**src/common/sci_defs.vh**
```
// Register addresses, field positions, reset values and divider figures
`ifndef SCI_DEFS_VH
`define SCI_DEFS_VH

`define SCI_CFG_IRQ_CLK_ADDR 8'h13
`define SCI_CFG_SERIAL_ADDR 8'h14
`define SCI_OUT_TX_DATA_ADDR 8'h09
`define SCI_IN_RX_DATA_ADDR 8'h12
`define SCI_IN_STATUS_ADDR 8'h13

`define SCI_SER_TX_ON 0
`define SCI_SER_RX_ON 1
`define SCI_SER_LAYOUT_LO 2
`define SCI_SER_LAYOUT_HI 3
`define SCI_SER_NINTH 4
`define SCI_SER_RATE_LO 5
`define SCI_SER_RATE_HI 7

`define SCI_IRQ_FREQ_LO 1
`define SCI_IRQ_FREQ_HI 2
`define SCI_IRQ_EN_LO 3
`define SCI_IRQ_EN_HI 7
`define SCI_IRQ_CFG_MASK 8'hFE

`define SCI_ST_RX_FULL 0
`define SCI_ST_LOST 1
`define SCI_ST_FRAME 2
`define SCI_ST_NOISE 3
`define SCI_ST_TX_EMPTY 4
`define SCI_ST_TX_DONE 5
`define SCI_ST_BREAK 6

`define SCI_LAYOUT_8N1 2'h0
`define SCI_LAYOUT_8N2 2'h1
`define SCI_LAYOUT_8P1 2'h2
`define SCI_LAYOUT_9N1 2'h3

`define SCI_FREQ_5A 2'h0
`define SCI_FREQ_10 2'h1
`define SCI_FREQ_20 2'h2

`define SCI_SER_RESET 8'h00
`define SCI_IRQ_CFG_RESET 8'h00

`define SCI_OVERSAMPLE 16
`define SCI_SLOWEST_BAUD 600
`define SCI_MCLK_5_HZ 5000000
`define SCI_MCLK_10_HZ 10000000
`define SCI_MCLK_20_HZ 20000000
`define SCI_BASE_TICK_HZ (`SCI_SLOWEST_BAUD * `SCI_OVERSAMPLE)
`define SCI_DIV_5 ((`SCI_MCLK_5_HZ + `SCI_BASE_TICK_HZ / 2) / `SCI_BASE_TICK_HZ)
`define SCI_DIV_10 ((`SCI_MCLK_10_HZ + `SCI_BASE_TICK_HZ / 2) / `SCI_BASE_TICK_HZ)
`define SCI_DIV_20 ((`SCI_MCLK_20_HZ + `SCI_BASE_TICK_HZ / 2) / `SCI_BASE_TICK_HZ)
`define SCI_RATE_UNUSED 3'h7

`define SCI_FRAME_BITS_SHORT 4'hA
`define SCI_FRAME_BITS_LONG 4'hB

`endif

```
**src/logic/async_serial_rx_buffer_tx_baud.v**
```verilog
// Serial holding buffers, transmitter and baud-rate generator
`timescale 1ns/100ps
`include "sci_defs.vh"

module async_serial_rx_buffer_tx_baud #(
    parameter DATA_BITS = 9
) (
    input wire clk_in,
    input wire nrst_in,
    input wire cfg_wr_in,
    input wire [7:0] cfg_addr_in,
    input wire [7:0] cfg_data_in,
    input wire out_wr_in,
    input wire [7:0] out_addr_in,
    input wire [7:0] out_data_in,
    input wire in_rd_in,
    input wire [7:0] in_addr_in,
    output reg [7:0] in_data_out,
    input wire rx_done_in,
    input wire [DATA_BITS-1:0] rx_word_in,
    input wire rx_frame_err_in,
    input wire rx_noise_err_in,
    input wire rx_break_in,
    output reg rx_tick_out,
    output wire rx_on_out,
    output wire [1:0] word_layout_out,
    output wire ninth_bit_parity_sel_out,
    output reg tx_line_out,
    output wire [4:0] irq_req_out
);

    localparam TX_IDLE = 3'b001;
    localparam TX_WAIT = 3'b010;
    localparam TX_SEND = 3'b100;

    reg [7:0] serial_cfg;
    reg [7:0] serial_irq_and_clock_config;
    reg [DATA_BITS-1:0] receive_holding_buffer;
    reg rx_full_flag;
    reg frame_fault_flag;
    reg noise_fault_flag;
    reg receive_lost_flag;
    reg break_seen_flag;
    reg [7:0] transmit_holding_buffer;
    reg tx_holding_empty;
    reg tx_shift_done;
    reg [2:0] tx_state;
    reg [11:0] tx_shift;
    reg [3:0] tx_bits_left;
    reg [11:0] tick_cnt;
    reg [3:0] sub_cnt;
    reg bit_tick;

    wire tx_on;
    wire rx_on;
    wire [1:0] word_layout;
    wire ninth_bit_parity_sel;
    wire [2:0] bit_rate_sel;
    wire [1:0] master_clock_freq_sel;
    wire end_of_tx_irq_en;
    wire tx_empty_irq_en;
    wire break_irq_en;
    wire lost_data_irq_en;
    wire rx_full_irq_en;
    wire [11:0] tick_div;
    wire rx_data_read;
    wire status_read;
    wire tx_write;
    wire shifter_load;
    wire extra_bit;
    wire [7:0] status_word;

    // Decodes the master-clock field into the divisor for the slowest rate
    function [11:0] base_divisor;
        input [1:0] freq;
        reg [31:0] full_div;
        begin
            case (freq)
                `SCI_FREQ_10: full_div = `SCI_DIV_10;
                `SCI_FREQ_20: full_div = `SCI_DIV_20;
                default: full_div = `SCI_DIV_5;
            endcase
            // Largest divisor fits in twelve bits
            base_divisor = full_div[11:0];
        end
    endfunction

    // Bit that follows the eight data bits for a given layout
    function ninth_bit;
        input [1:0] layout;
        input sel;
        input [7:0] data;
        begin
            case (layout)
                `SCI_LAYOUT_8P1: ninth_bit = sel ? ^data : ~^data;
                `SCI_LAYOUT_9N1: ninth_bit = sel;
                default: ninth_bit = 1'b1;
            endcase
        end
    endfunction

    assign tx_on = serial_cfg[`SCI_SER_TX_ON];
    assign rx_on = serial_cfg[`SCI_SER_RX_ON];
    assign word_layout = serial_cfg[`SCI_SER_LAYOUT_HI:`SCI_SER_LAYOUT_LO];
    assign ninth_bit_parity_sel = serial_cfg[`SCI_SER_NINTH];
    assign bit_rate_sel = serial_cfg[`SCI_SER_RATE_HI:`SCI_SER_RATE_LO];
    assign master_clock_freq_sel =
        serial_irq_and_clock_config[`SCI_IRQ_FREQ_HI:`SCI_IRQ_FREQ_LO];
    assign end_of_tx_irq_en = serial_irq_and_clock_config[3];
    assign tx_empty_irq_en = serial_irq_and_clock_config[4];
    assign break_irq_en = serial_irq_and_clock_config[5];
    assign lost_data_irq_en = serial_irq_and_clock_config[6];
    assign rx_full_irq_en = serial_irq_and_clock_config[7];

    assign rx_on_out = rx_on;
    assign word_layout_out = word_layout;
    assign ninth_bit_parity_sel_out = ninth_bit_parity_sel;

    assign irq_req_out = {rx_full_irq_en & rx_full_flag,
                          lost_data_irq_en & receive_lost_flag,
                          break_irq_en & break_seen_flag,
                          tx_empty_irq_en & tx_holding_empty,
                          end_of_tx_irq_en & tx_shift_done};

    assign rx_data_read = in_rd_in && (in_addr_in == `SCI_IN_RX_DATA_ADDR);
    assign status_read = in_rd_in && (in_addr_in == `SCI_IN_STATUS_ADDR);
    // write accepted only when empty and enabled
    assign tx_write = out_wr_in && (out_addr_in == `SCI_OUT_TX_DATA_ADDR) &&
                      tx_on && tx_holding_empty;
    // no new word once tx on drops
    assign shifter_load = (tx_state == TX_IDLE) && tx_on && !tx_holding_empty &&
                          tx_shift_done;

    assign extra_bit = ninth_bit(word_layout, ninth_bit_parity_sel,
                                 transmit_holding_buffer);

    assign status_word = {1'b0, break_seen_flag, tx_shift_done, tx_holding_empty,
                          noise_fault_flag, frame_fault_flag, receive_lost_flag,
                          rx_full_flag};

    assign tick_div = base_divisor(master_clock_freq_sel) >> bit_rate_sel;

    // Configuration registers
    always @(posedge clk_in) begin
        if (!nrst_in) begin
            serial_cfg <= `SCI_SER_RESET;
            serial_irq_and_clock_config <= `SCI_IRQ_CFG_RESET;
        end else if (cfg_wr_in) begin
            if (cfg_addr_in == `SCI_CFG_SERIAL_ADDR) begin
                serial_cfg <= cfg_data_in;
            end
            if (cfg_addr_in == `SCI_CFG_IRQ_CLK_ADDR) begin
                serial_irq_and_clock_config <= cfg_data_in & `SCI_IRQ_CFG_MASK;
            end
        end
    end

    // oversample tick, bit tick every sixteenth
    always @(posedge clk_in) begin
        if (!nrst_in) begin
            tick_cnt <= 12'h000;
            sub_cnt <= 4'h0;
            rx_tick_out <= 1'b0;
            bit_tick <= 1'b0;
        end else if (bit_rate_sel == `SCI_RATE_UNUSED) begin
            // Unused rate code stops both clocks
            tick_cnt <= 12'h000;
            sub_cnt <= 4'h0;
            rx_tick_out <= 1'b0;
            bit_tick <= 1'b0;
        end else if (tick_cnt >= tick_div - 12'h001) begin
            tick_cnt <= 12'h000;
            sub_cnt <= sub_cnt + 4'h1;
            rx_tick_out <= 1'b1;
            bit_tick <= (sub_cnt == 4'hF);
        end else begin
            tick_cnt <= tick_cnt + 12'h001;
            rx_tick_out <= 1'b0;
            bit_tick <= 1'b0;
        end
    end

    // Receive holding buffer and its flags
    always @(posedge clk_in) begin
        if (!nrst_in) begin
            receive_holding_buffer <= {DATA_BITS{1'b0}};
            rx_full_flag <= 1'b0;
            frame_fault_flag <= 1'b0;
            noise_fault_flag <= 1'b0;
            receive_lost_flag <= 1'b0;
            break_seen_flag <= 1'b0;
        end else begin
            if (status_read) begin
                receive_lost_flag <= 1'b0;
                break_seen_flag <= 1'b0;
            end
            if (rx_data_read) begin
                rx_full_flag <= 1'b0;
            end
            if (rx_done_in && rx_on) begin
                if (rx_full_flag && !rx_data_read) begin
                    receive_lost_flag <= 1'b1;
                end else begin
                    receive_holding_buffer <= rx_word_in;
                    frame_fault_flag <= rx_frame_err_in;
                    noise_fault_flag <= rx_noise_err_in;
                    rx_full_flag <= 1'b1;
                end
            end
            // Set wins over a status read in the same cycle
            if (rx_break_in && rx_on) begin
                break_seen_flag <= 1'b1;
            end
        end
    end

    // Read data path
    always @(posedge clk_in) begin
        if (!nrst_in) begin
            in_data_out <= 8'h00;
        end else if (rx_data_read) begin
            in_data_out <= receive_holding_buffer[7:0];
        end else if (status_read) begin
            in_data_out <= status_word;
        end
    end

    // Transmit holding buffer
    always @(posedge clk_in) begin
        if (!nrst_in) begin
            transmit_holding_buffer <= 8'h00;
            tx_holding_empty <= 1'b1;
        end else if (tx_write) begin
            transmit_holding_buffer <= out_data_in;
            tx_holding_empty <= 1'b0;
        end else if (shifter_load) begin
            tx_holding_empty <= 1'b1;
        end
    end

    // Shifter; frames start on a bit tick
    always @(posedge clk_in) begin
        if (!nrst_in) begin
            tx_state <= TX_IDLE;
            tx_shift <= 12'hFFF;
            tx_bits_left <= 4'h0;
            tx_shift_done <= 1'b1;
            tx_line_out <= 1'b1;
        end else begin
            case (tx_state)
                TX_IDLE: begin
                    tx_line_out <= 1'b1;
                    if (shifter_load) begin
                        // stop bits; layout sets the length
                        tx_shift <= {2'b11, extra_bit, transmit_holding_buffer, 1'b0};
                        if (word_layout == `SCI_LAYOUT_8N1) begin
                            tx_bits_left <= `SCI_FRAME_BITS_SHORT;
                        end else begin
                            tx_bits_left <= `SCI_FRAME_BITS_LONG;
                        end
                        tx_shift_done <= 1'b0;
                        tx_state <= TX_WAIT;
                    end
                end
                TX_WAIT: begin
                    // start waits a bit tick, one idle bit after done
                    if (bit_tick) begin
                        tx_line_out <= tx_shift[0];
                        tx_shift <= {1'b1, tx_shift[11:1]};
                        tx_bits_left <= tx_bits_left - 4'h1;
                        tx_state <= TX_SEND;
                    end
                end
                TX_SEND: begin
                    if (bit_tick) begin
                        if (tx_bits_left == 4'h0) begin
                            tx_shift_done <= 1'b1;
                            tx_line_out <= 1'b1;
                            tx_state <= TX_IDLE;
                        end else begin
                            tx_line_out <= tx_shift[0];
                            tx_shift <= {1'b1, tx_shift[11:1]};
                            tx_bits_left <= tx_bits_left - 4'h1;
                        end
                    end
                end
                default: begin
                    tx_state <= TX_IDLE;
                    tx_line_out <= 1'b1;
                end
            endcase
        end
    end

endmodule // async_serial_rx_buffer_tx_baud

```
**config.mk**
```make
export PLATFORM = sky130hd
export DESIGN_NAME = async_serial_rx_buffer_tx_baud
export DESIGN_NICKNAME = d
export VERILOG_FILES = /design/src/logic/async_serial_rx_buffer_tx_baud.v
export VERILOG_INCLUDE_DIRS = /design/src /design/src/common
export SDC_FILE = /design/constraint.sdc
export NUM_CORES = 1
export LEC_CHECK = 0
export BUFFER_PORTS_ARGS = -buffer_cell sky130_fd_sc_hd__clkbuf_2
export CAP_MARGIN = 25
export CORE_MARGIN = 2
export CORE_UTILIZATION = 55
export DETAILED_ROUTE_END_ITERATION = 6
export PLACE_DENSITY = 0.82
export SYNTH_ARGS = -nofsm -noshare
export SYNTH_HDL_FRONTEND = slang
export SYNTH_SLANG_ARGS = --single-unit
```
**constraint.sdc**
```tcl
create_clock -name clk_in -period 8.1 [get_ports clk_in]
set_input_delay 1.62 -clock clk_in [delete_from_list [all_inputs] [get_ports clk_in]]
set_output_delay 1.62 -clock clk_in [all_outputs]
set_load 0.005 [all_outputs]
```
# Word-level counts from Yosys, hierarchy flattened
# Cells that the tools add are included.
# word_totals
out_inout_bits	19
word_cells	125
inputBits	58
regBits	84
# op_classes
reduce_logical	32
magnitude_cmp	1
eq_ne	19
muxes	40
n_bitwise	8
add_sub_neg	4
n_shift	1
# ops
operator	n
12-bit 2-to-1 mux	4
12-bit one-hot mux with 3 select lines	1
8-bit by 5-bit == test with 1-bit output, second input constant	4
12-bit one-hot mux with 2 select lines	1
1-bit 2-to-1 mux	19
4-bit 2-to-1 mux	4
8-bit 2-to-1 mux	2
12-bit by 1-bit adder with 12-bit output, second input constant	1
12-bit greater-or-equal comparator	1
3-bit 2-to-1 mux	4
4-bit one-hot mux with 3 select lines	1
12-bit by 3-bit right shift with 12-bit output	1
12-bit by 1-bit subtractor with 12-bit output, second input constant	1
1-bit logical AND	11
2-bit inequality test, second input constant	5
3-bit one-hot mux with 3 select lines	1
8-bit by 4-bit == test with 1-bit output, second input constant	1
2-bit AND reduction	4
4-bit AND reduction	2
2-bit nonzero test	4
8-bit XNOR reduction	1
8-bit parity	1
2-bit == test, second input constant	3
3-bit == test, second input constant	2
other kinds (16)	26

# Logic depth before layout (Yosys ltp)
# Gate-level depths: netlist of run 1.
# depth
word_depth	7
ltp_mapped	15
mapped_depth_nobuf	13

# Worst setup path after synthesis of run 1
# OpenSTA, ideal clock, no wires.
# synth_timing
path_type	register -> register
from	register serial_irq_and_clock_config[1]
to	register tick_cnt[10]
stages_incl_launch_ff	16
arrival_ps	3461
slack_ps	4574
setup_time_ps	65
cell_sequence	dfxtp_1 inv_1 ha_1 clkbuf_1 xnor2_1 a211o_1 a32oi_1 nand3_1 o21a_1 ha_1 and3_1 a221o_1 a221oi_2 nand3_1 clkbuf_1 nor2_1
# synth_between
elab_chain_len	6
elab_cells_between_ends	7
# synth_lines
item	line	source
start: declaration	async_serial_rx_buffer_tx_baud.v:37	reg [7:0] serial_irq_and_clock_config;
start signal: assignment	async_serial_rx_buffer_tx_baud.v:147	serial_irq_and_clock_config <= `SCI_IRQ_CFG_RESET;
start signal: assignment	async_serial_rx_buffer_tx_baud.v:153	serial_irq_and_clock_config <= cfg_data_in & `SCI_IRQ_CFG_MASK;
2-bit == test / 2-bit by 1-bit == test with 1-bit output (equally long branches)	async_serial_rx_buffer_tx_baud.v:78	case (freq)
12-bit one-hot mux with 2 select lines (*)	async_serial_rx_buffer_tx_baud.v:78	
12-bit by 3-bit right shift with 12-bit output (*)	async_serial_rx_buffer_tx_baud.v:141	assign tick_div = base_divisor(master_clock_freq_sel) >> bit_rate_sel;
12-bit by 1-bit subtractor with 12-bit output (*)	async_serial_rx_buffer_tx_baud.v:171	end else if (tick_cnt >= tick_div - 12'h001) begin
12-bit greater-or-equal comparator (*)	async_serial_rx_buffer_tx_baud.v:171	
3-bit OR reduction (no source line) (*)	n/a	
end signal: assignment	async_serial_rx_buffer_tx_baud.v:177	tick_cnt <= tick_cnt + 12'h001;
end: declaration	async_serial_rx_buffer_tx_baud.v:50	reg [11:0] tick_cnt;
# Every way passes the cells marked *; elsewhere a longest branch is shown, timed or not.
# A chain may end at the register's enable or synchronous reset.

# Worst setup path in the final report of run 1
# layout_timing
from	register serial_cfg[5]
to	register tick_cnt[0]
# layout_between
elab_chain_len	4
elab_cells_between_ends	5
# layout_lines
item	line	source
start: declaration	async_serial_rx_buffer_tx_baud.v:36	reg [7:0] serial_cfg;
start signal: assignment	async_serial_rx_buffer_tx_baud.v:146	serial_cfg <= `SCI_SER_RESET;
start signal: assignment	async_serial_rx_buffer_tx_baud.v:150	serial_cfg <= cfg_data_in;
12-bit by 3-bit right shift with 12-bit output	async_serial_rx_buffer_tx_baud.v:141	
12-bit by 1-bit subtractor with 12-bit output	async_serial_rx_buffer_tx_baud.v:171	
12-bit greater-or-equal comparator	async_serial_rx_buffer_tx_baud.v:171	
3-bit OR reduction (no source line) (*)	n/a	
# Marked as above.

==> flow_metrics.env, run 1 <==
export IMPL_synth_mux_area_share_pct=10.94
export IMPL_wirelength_mm=8.956
export IMPL_total_power_w=0.0009690
export IMPL_final_cell_area_um2=4897
export IMPL_fin_cells=655
export IMPL_ios=77
export IMPL_drt_iter0_markers=195
export IMPL_leakage_nw=2.159
export IMPL_hold_violations=0
export IMPL_synth_area_leaders="dfxtp_1 (38%), mux2i_1 (11%), nor2_1 (6.3%), ha_1 (5.5%), xnor2_1 (3.5%)"
export IMPL_ant_nets=0
export IMPL_drive_above_1_share_pct=18.08
export IMPL_wl_per_cell_um=13.67
export IMPL_synth_compound_area_share_pct=12.94
export IMPL_cts_buffer_depth=2
export IMPL_critPathMaxStageDelay_ns=0.81
export IMPL_rsz0062_at_grt="no"
export IMPL_place_area_um2=4688
export IMPL_yosysSeqAreaShare_pct=38.06
export IMPL_synthesis_area_um2=4313
export IMPL_clock_root_buffer="clkbuf_8"
export IMPL_timing_hold_ws_ns=0.4641
export IMPL_gr_total_overflow=0
export IMPL_globalplace_congestion=0.8229
export IMPL_ys_ff_latch=82
export IMPL_synth_cells=491
export IMPL_netSwitchingPower_w=0.0002927
export IMPL_synthArstFlopShare_pct=0
export IMPL_tightest_slew_ns=0.9334
export IMPL_grt_use_total_pct=22.06
export IMPL_critPathRequiredTime_ns=8.37
export IMPL_nNetsFinal=625
export IMPL_die_h_um=92.55
export IMPL_pwr_share_seq_pct=49.4
export IMPL_cp_data_arrival_time_ns=4.49
export IMPL_rows=32
export IMPL_htree_levels=3
export IMPL_relSlewSlack_pct=37.43
export IMPL_port_buffers=75
export IMPL_synth_distinct_cells=63
export IMPL_drc=0
export IMPL_nFillCells=633
export IMPL_via_count=3665
export IMPL_crit_type="reg -> reg"
export IMPL_synth_top_cell_area_share_pct=38.06
export IMPL_cts_sinks=82
export IMPL_antenna_found_initial=0
export IMPL_min_path_cells=2
export IMPL_core_um2=7647
export IMPL_dp_hpwl_mm=6.499
export IMPL_ys_flop_type="dfxtp_1"
export IMPL_clk_pin_slew_ns=0.09
export IMPL_maxCapViolations=0
export IMPL_r2r_cells=11
export IMPL_grt_max_degree=59
export IMPL_power_density_nw_per_um2=197.9
export IMPL_cts_resized=0
export IMPL_status="complete, no violations"
export IMPL_fmax_mhz=237.0
export IMPL_min_period_ns=4.220
export IMPL_first_global_vias=3473
export IMPL_hold_class="reg -> reg"
export IMPL_critPathMaxFanout=24
export IMPL_start_kind="flip-flop"
export IMPL_die_area_um2=8566
export IMPL_clkLatencyLatePin_ns=0.35
export IMPL_synth_top_family_by_area="simple AND/OR/NAND/NOR gates"
export IMPL_synth_xor_area_share_pct=5.686
export IMPL_clockPowerShare_pct=31.8
export IMPL_p_comb_share_pct=18.8
export IMPL_start_util_pct=56.40
export IMPL_placed_cells=639
export IMPL_via_per_inst=5.595
export IMPL_period_share_pct=52.09
export IMPL_p_sw_share_pct=30.20
export IMPL_crit_path_end_kind="flip-flop"
export IMPL_syn_area_per_cell_um2=8.784
export IMPL_synth_edf_count=0
export IMPL_setup_tns_ns=0
export IMPL_synth_adder_area_share_pct=5.512
export IMPL_yosysWarnings=0
export IMPL_clock_skew_ns=0.01678
export IMPL_max_vdd_ir_drop_mv=0.1273
export IMPL_cts_tree="yes"
export IMPL_grt_pass1_wl_mm=15.48
export IMPL_slew_violations=0
export IMPL_post_cts_buffers=0
export IMPL_intPower_w=0.0006764
export IMPL_synth_largest_area_cell="dfxtp_1"
export IMPL_path_cells="or3b_2 > a211o_1 > a32oi_1 > nand2_1 > xnor2_1 > ha_1 > a21o_1 > a221o_1 > a221oi_2 > nand3_1 > nor2_1"
export IMPL_diodes=0
export IMPL_cts_buffers=9
export IMPL_cts_hold_buf=0
export IMPL_drt_pre_antenna_iters=5
export IMPL_cp_slowest_cell="dfxtp_1"
export IMPL_die_w_um=92.55
export IMPL_area_growth_pct=13.55
export IMPL_syn_nets=568
export IMPL_synth_simple_area_share_pct=22.77
export IMPL_setup_viol=0
cell usage after synthesis (5+ instances only):
library cell,n
ha_1,19
nand2_1,39
buf_2,6
nor2_1,72
and3_1,5
nand2b_1,8
xor2_1,11
nand4_1,9
mux2i_1,46
clkbuf_1,20
xnor2_1,17
nor3_1,10
inv_1,11
and2_1,7
a21oi_1,9
a221oi_1,8
a211oi_1,9
nand3_1,16
nor2b_1,5
o21ai_0,18
dfxtp_1,82
state kept, by name, summed over array words and instances, names as in the netlist, 4 cells and up:
name                         flops
transmit_holding_buffer          8
tick_cnt                        12
serial_cfg                       8
tx_shift                        10
serial_irq_and_clock_config      7
sub_cnt                          4
in_data_out                      8
tx_bits_left                     4
receive_holding_buffer           8
cells in the final DEF, fill, tap and decap left out, types with 7 or more instances in the layout:
master / instances
mux2i_1: 46
o21ai_0: 18
xor2_1: 11
xnor2_1: 17
nand3_1: 16
a21oi_1: 9
nand2_1: 39
nor2_1: 72
clkbuf_2: 75
a221oi_1: 8
ha_1: 19
inv_1: 11
nor3_1: 10
nand4_1: 9
clkbuf_8: 10
and2_1: 7
dfxtp_1: 82
nand2b_1: 8
a211oi_1: 9
cells by family (layout without fill, tap and decap cells):
family          after synthesis  count (layout)
xor+xnor                     28              28
buf+inv                      41             103
mux                          47              47
simple gates                196             196
compound gates               78              78
fa+ha+maj                    19              19
flops                        82              82
final timing paths:
check / start / to / slack [ns]
worst min register to register: tx_shift[7] / tx_shift[6] / 0.46
worst max register to register: serial_cfg[5] / tick_cnt[0] / 3.88
worst max-delay path: serial_cfg[5] / tick_cnt[0] / 3.88
worst min-delay path: tx_shift[7] / tx_shift[6] / 0.46
power groups by stage:
stage | Combinational, W | Clock, W | Sequential (W)
after floorplan | 0.000153 | 0 | 0.000469
after global placement | 0.000171 | 0 | 0.000483
after detailed placement | 0.000178 | 0 | 0.000485
after CTS | 0.000181 | 0.000315 | 0.000477
after global routing | 0.000206 | 0.000333 | 0.000483
final | 0.000182 | 0.000308 | 0.000479
critical path, delay by kind of cell (launching register included):
family,cells,cell delay (ns)
fa+ha+maj,1,0.26
flops,1,0.81
xor+xnor,1,0.21
simple gates,4,1.26
compound gates,5,1.59
final cells by class:
cell class / instances / area, um2 / area share, %
Multi-Input combinational cell: 368 / 2495 / 50.95
Sequential cell: 82 / 1642 / 33.52
Timing Repair Buffer: 76 / 382.9 / 7.818
Clock buffer: 10 / 137.6 / 2.810
Tap cell: 102 / 127.6 / 2.606
Clock inverter: 6 / 71.32 / 1.456
Inverter: 11 / 41.29 / 0.8431
metrics by stage:
stage               setup WS, ns  utilization [%]
finish                     3.881            64.04
global route               3.597            64.04
CTS                        3.866            64.04
detailed placement         3.900            61.31
global placement           4.050            61.31
floorplan                  4.574                -
per-layer routing:
layer	vias to the layer above	global-route usage, %	wire length [um]
met4	0	7.711	129
li1	1862	-	-
met1	1708	26.96	4046
met2	84	36.80	4290
met5	-	0	0
met3	11	6.753	490
(Power assumes the default switching activity.)
==> inputs of run 2 (changes only) <==
--- a/config.mk
+++ b/config.mk
@@ -6,12 +6,13 @@
 export SDC_FILE = /design/constraint.sdc
 export NUM_CORES = 1
 export LEC_CHECK = 0
+export ABC_AREA = 1
 export BUFFER_PORTS_ARGS = -buffer_cell sky130_fd_sc_hd__clkbuf_2
 export CAP_MARGIN = 25
 export CORE_MARGIN = 2
-export CORE_UTILIZATION = 55
+export CORE_UTILIZATION = 51
 export DETAILED_ROUTE_END_ITERATION = 6
-export PLACE_DENSITY = 0.82
+export PLACE_DENSITY = 0.79
 export SYNTH_ARGS = -nofsm -noshare
 export SYNTH_HDL_FRONTEND = slang
 export SYNTH_SLANG_ARGS = --single-unit
==> constraint.sdc (replaced) <==
create_clock -name clk_in -period 3.7 [get_ports clk_in]
set_input_delay 0.74 -clock clk_in [delete_from_list [all_inputs] [get_ports clk_in]]
set_output_delay 0.74 -clock clk_in [all_outputs]
set_load 0.005 [all_outputs]
==> flow_metrics.env, run 2 <==
export IMPL_antenna_found_initial=0
export IMPL_nNetsFinal=817
export IMPL_synth_compound_area_share_pct=11.49
export IMPL_cts_tree="yes"
export IMPL_synth_mux_area_share_pct=0.2211
export IMPL_cts_hold_buf=0
export IMPL_ys_ff_latch=82
export IMPL_clk_pin_slew_ns=0.09
export IMPL_synth_most_common_cell="nand2_1"
export IMPL_rsz0062_at_grt="no"
export IMPL_yosysSeqAreaShare_pct=36.25
export IMPL_clkLatencyLatePin_ns=0.36
export IMPL_dp_hpwl_mm=7.637
export IMPL_via_per_inst=5.169
export IMPL_die_w_um=98.23
export IMPL_rr_startpoint="serial_irq_and_clock_config[1]"
export IMPL_post_cts_buffers=0
export IMPL_cts_sinks=82
export IMPL_hold_class="reg -> reg"
export IMPL_cp_data_arrival_time_ns=3.47
export IMPL_r2r_setup_slack_ns=0.49
export IMPL_yosysWarnings=0
export IMPL_postLayoutCoreUtil_pct=59.13
export IMPL_leakage_nw=2.605
export IMPL_critPathRequiredTime_ns=3.96
export IMPL_port_buffers=75
export IMPL_grt_max_degree=40
export IMPL_reg2reg_to="sub_cnt[1]"
export IMPL_grt_use_total_pct=21.06
export IMPL_synthesis_area_um2=4528
export IMPL_first_global_vias=4109
export IMPL_critPathMaxFanout=14
export IMPL_mostFrequentLayoutCell="nand2_1"
export IMPL_synth_top_cell_area_share_pct=36.25
export IMPL_synth_largest_area_cell="dfxtp_1"
export IMPL_cts_buffer_depth=2
export IMPL_cts_buffers=9
export IMPL_rows=34
export IMPL_synth_edf_count=0
export IMPL_clock_root_buffer="clkbuf_8"
export IMPL_ant_nets=0
export IMPL_status="complete, no violations"
export IMPL_drc=0
export IMPL_relSlewSlack_pct=34.09
export IMPL_globalplace_congestion=0.8939
export IMPL_synth_top_family_by_area="simple AND/OR/NAND/NOR gates"
export IMPL_mostFrequentLayoutCells="nand2_1 (198), inv_1 (82), dfxtp_1 (82)"
export IMPL_critPathMaxStageDelay_ns=0.37
export IMPL_ys_flop_type="dfxtp_1"
export IMPL_hold_violations=0
export IMPL_crit_top_cell="nand2_1"
export IMPL_synth_area_leaders="dfxtp_1 (36%), nand2_1 (16%), inv_1 (6.8%), nand3_1 (6.0%), a21oi_1 (5.4%)"
export IMPL_cts_resized=0
export IMPL_synth_xor_area_share_pct=1.934
export IMPL_largest_register="tick_cnt"
export IMPL_path_delay_family="simple AND/OR/NAND/NOR gates"
export IMPL_critPathBufInv=3
export IMPL_wirelength_mm=10.11
export IMPL_path_cells="inv_1 > ha_1 > nor2_1 > o21ai_0 > nand2_1 > nand2_1 > nor2_2 > nand3_2 > nor2_2 > nor2_1 > ha_1 > nand2_1 > nor2_1 > nand3_1 > nand4_1 > buf_4 > inv_1 > nand2_1 > nand2_1"
export IMPL_synth_adder_area_share_pct=5.250
export IMPL_setup_viol=0
export IMPL_largest_registers="tick_cnt x12, tx_shift x10"
export IMPL_period_share_pct=86.78
export IMPL_fin_ws_ns=0.4892
export IMPL_max_vdd_ir_drop_mv=0.1960
export IMPL_min_to="receive_holding_buffer[5]"
export IMPL_die_area_um2=9648
export IMPL_htree_levels=3
export IMPL_crit_type="reg -> reg"
export IMPL_min_path_cells=2
export IMPL_area_growth_pct=13.32
export IMPL_core_um2=8678
export IMPL_cp_slowest_cell="dfxtp_1"
export IMPL_synth_cells=671
export IMPL_start_util_pct=52.18
export IMPL_tightest_slew_ns=0.9833
export IMPL_drive_above_1_share_pct=17.05
export IMPL_fmax_mhz=311.4
export IMPL_min_period_ns=3.211
export IMPL_die_h_um=98.23
export IMPL_drt_iter0_markers=170
export IMPL_diodes=0
export IMPL_setup_tns_ns=0
export IMPL_synth_distinct_cells=44
export IMPL_via_count=4409
export IMPL_start_kind="flip-flop"
export IMPL_crit_path_end_kind="flip-flop"
export IMPL_drt_pre_antenna_iters=5
export IMPL_syn_area_per_cell_um2=6.748
export IMPL_power_density_nw_per_um2=313.4
export IMPL_synth_simple_area_share_pct=34.90
export IMPL_wl_per_cell_um=11.85
export IMPL_maxCapViolations=0
export IMPL_grt_pass1_wl_mm=16.85
export IMPL_clock_skew_ns=0.01005
export IMPL_r2r_cells=19
export IMPL_ios=77
export IMPL_syn_nets=748
export IMPL_dpl_worst_slack_ns=0.5977
export IMPL_slew_violations=0
export IMPL_largest_reg_flops=12
export IMPL_synthArstFlopShare_pct=0
export IMPL_min_from="receive_holding_buffer[5]"
export IMPL_ys_top_cells_by_count="nand2_1 (198), dfxtp_1 (82), inv_1 (82)"
export IMPL_gr_total_overflow=0
==> run 2: cell count changes after synthesis, moves of 13 or more <==
cell,previous run,this run
mux2i_1,46,1
o21ai_0,18,37
nor2_1,72,57
a21oi_1,9,49
xnor2_1,17,4
nand2_1,39,198
nand3_1,16,54
inv_1,11,82
clkbuf_1,20,5
==> run 2: metal layers <==
metal  wire length (um)  GRT usage, %  vias up  share of wire (%)
met5                  0             0        -                  0
met4                224         8.219        0                2.2
met3                484         4.366       27                4.8
met2               5019         37.78      109                 50
met1               4380         24.57     1986                 43
li1                   -             -     2287                  -
==> run 2: kinds of logic after synthesis <==
family	after synthesis
AND/OR/NAND/NOR	355
buffers and inverters	107
AO/OA/AOI/OAI	97
flip-flops	82
adder cells (fa/ha/maj)	19
XOR/XNOR	10
multiplexers	1
==> run 2: worst max path at each step <==
stage | startpoint | end | slack (ns) | cells after the start
floorplan | serial_irq_and_clock_config[1] | tick_cnt[7] | 0.90 | 17
global placement | serial_irq_and_clock_config[1] | sub_cnt[1] | 0.73 | 19
detailed placement | serial_irq_and_clock_config[1] | tick_cnt[2] | 0.60 | 17
CTS | serial_irq_and_clock_config[1] | sub_cnt[1] | 0.52 | 19
global route | serial_irq_and_clock_config[1] | sub_cnt[1] | 0.17 | 20
finish | serial_irq_and_clock_config[1] | sub_cnt[1] | 0.49 | 19
==> run 2: final cells by class <==
| class | instances | area (um2) |
|---|---|---|
| clock inverter | 7 | 70.07 |
| inverter | 88 | 334.1 |
| timing repair buffer | 77 | 390.4 |
| multi-input combinational | 482 | 2436 |
| clock buffer | 9 | 123.9 |
| fill | 831 | 3547 |
| sequential | 82 | 1642 |
| tap | 108 | 135.1 |
==> run 2: metrics by stage <==
step	power (W)	cells	cell area (um2)	hold slack, ns
2_1_floorplan	0.0009447	671	4528	0.4297
3_3_place_gp	0.0009818	837	4937	0.4464
3_5_place_dp	0.0009844	837	4937	0.4560
4_1_cts	0.001622	853	5131	0.4676
5_1_grt	0.001659	853	5131	0.4933
6_report	0.001608	853	5131	0.4664
==> run 2: worst min-delay path: cells and delay by family, from the launching register on <==
family	cells	cell delay (ns)
simple gates	1	0.06
flops	1	0.31
compound gates	1	0.05
==> run 2: power breakdown <==
group	switching (W)	internal [W]	leakage, nW
Clock	0.000334	0.000310	0.0990
Combinational	0.0000417	0.0000338	1.84
Sequential	0.00000303	0.000885	0.661
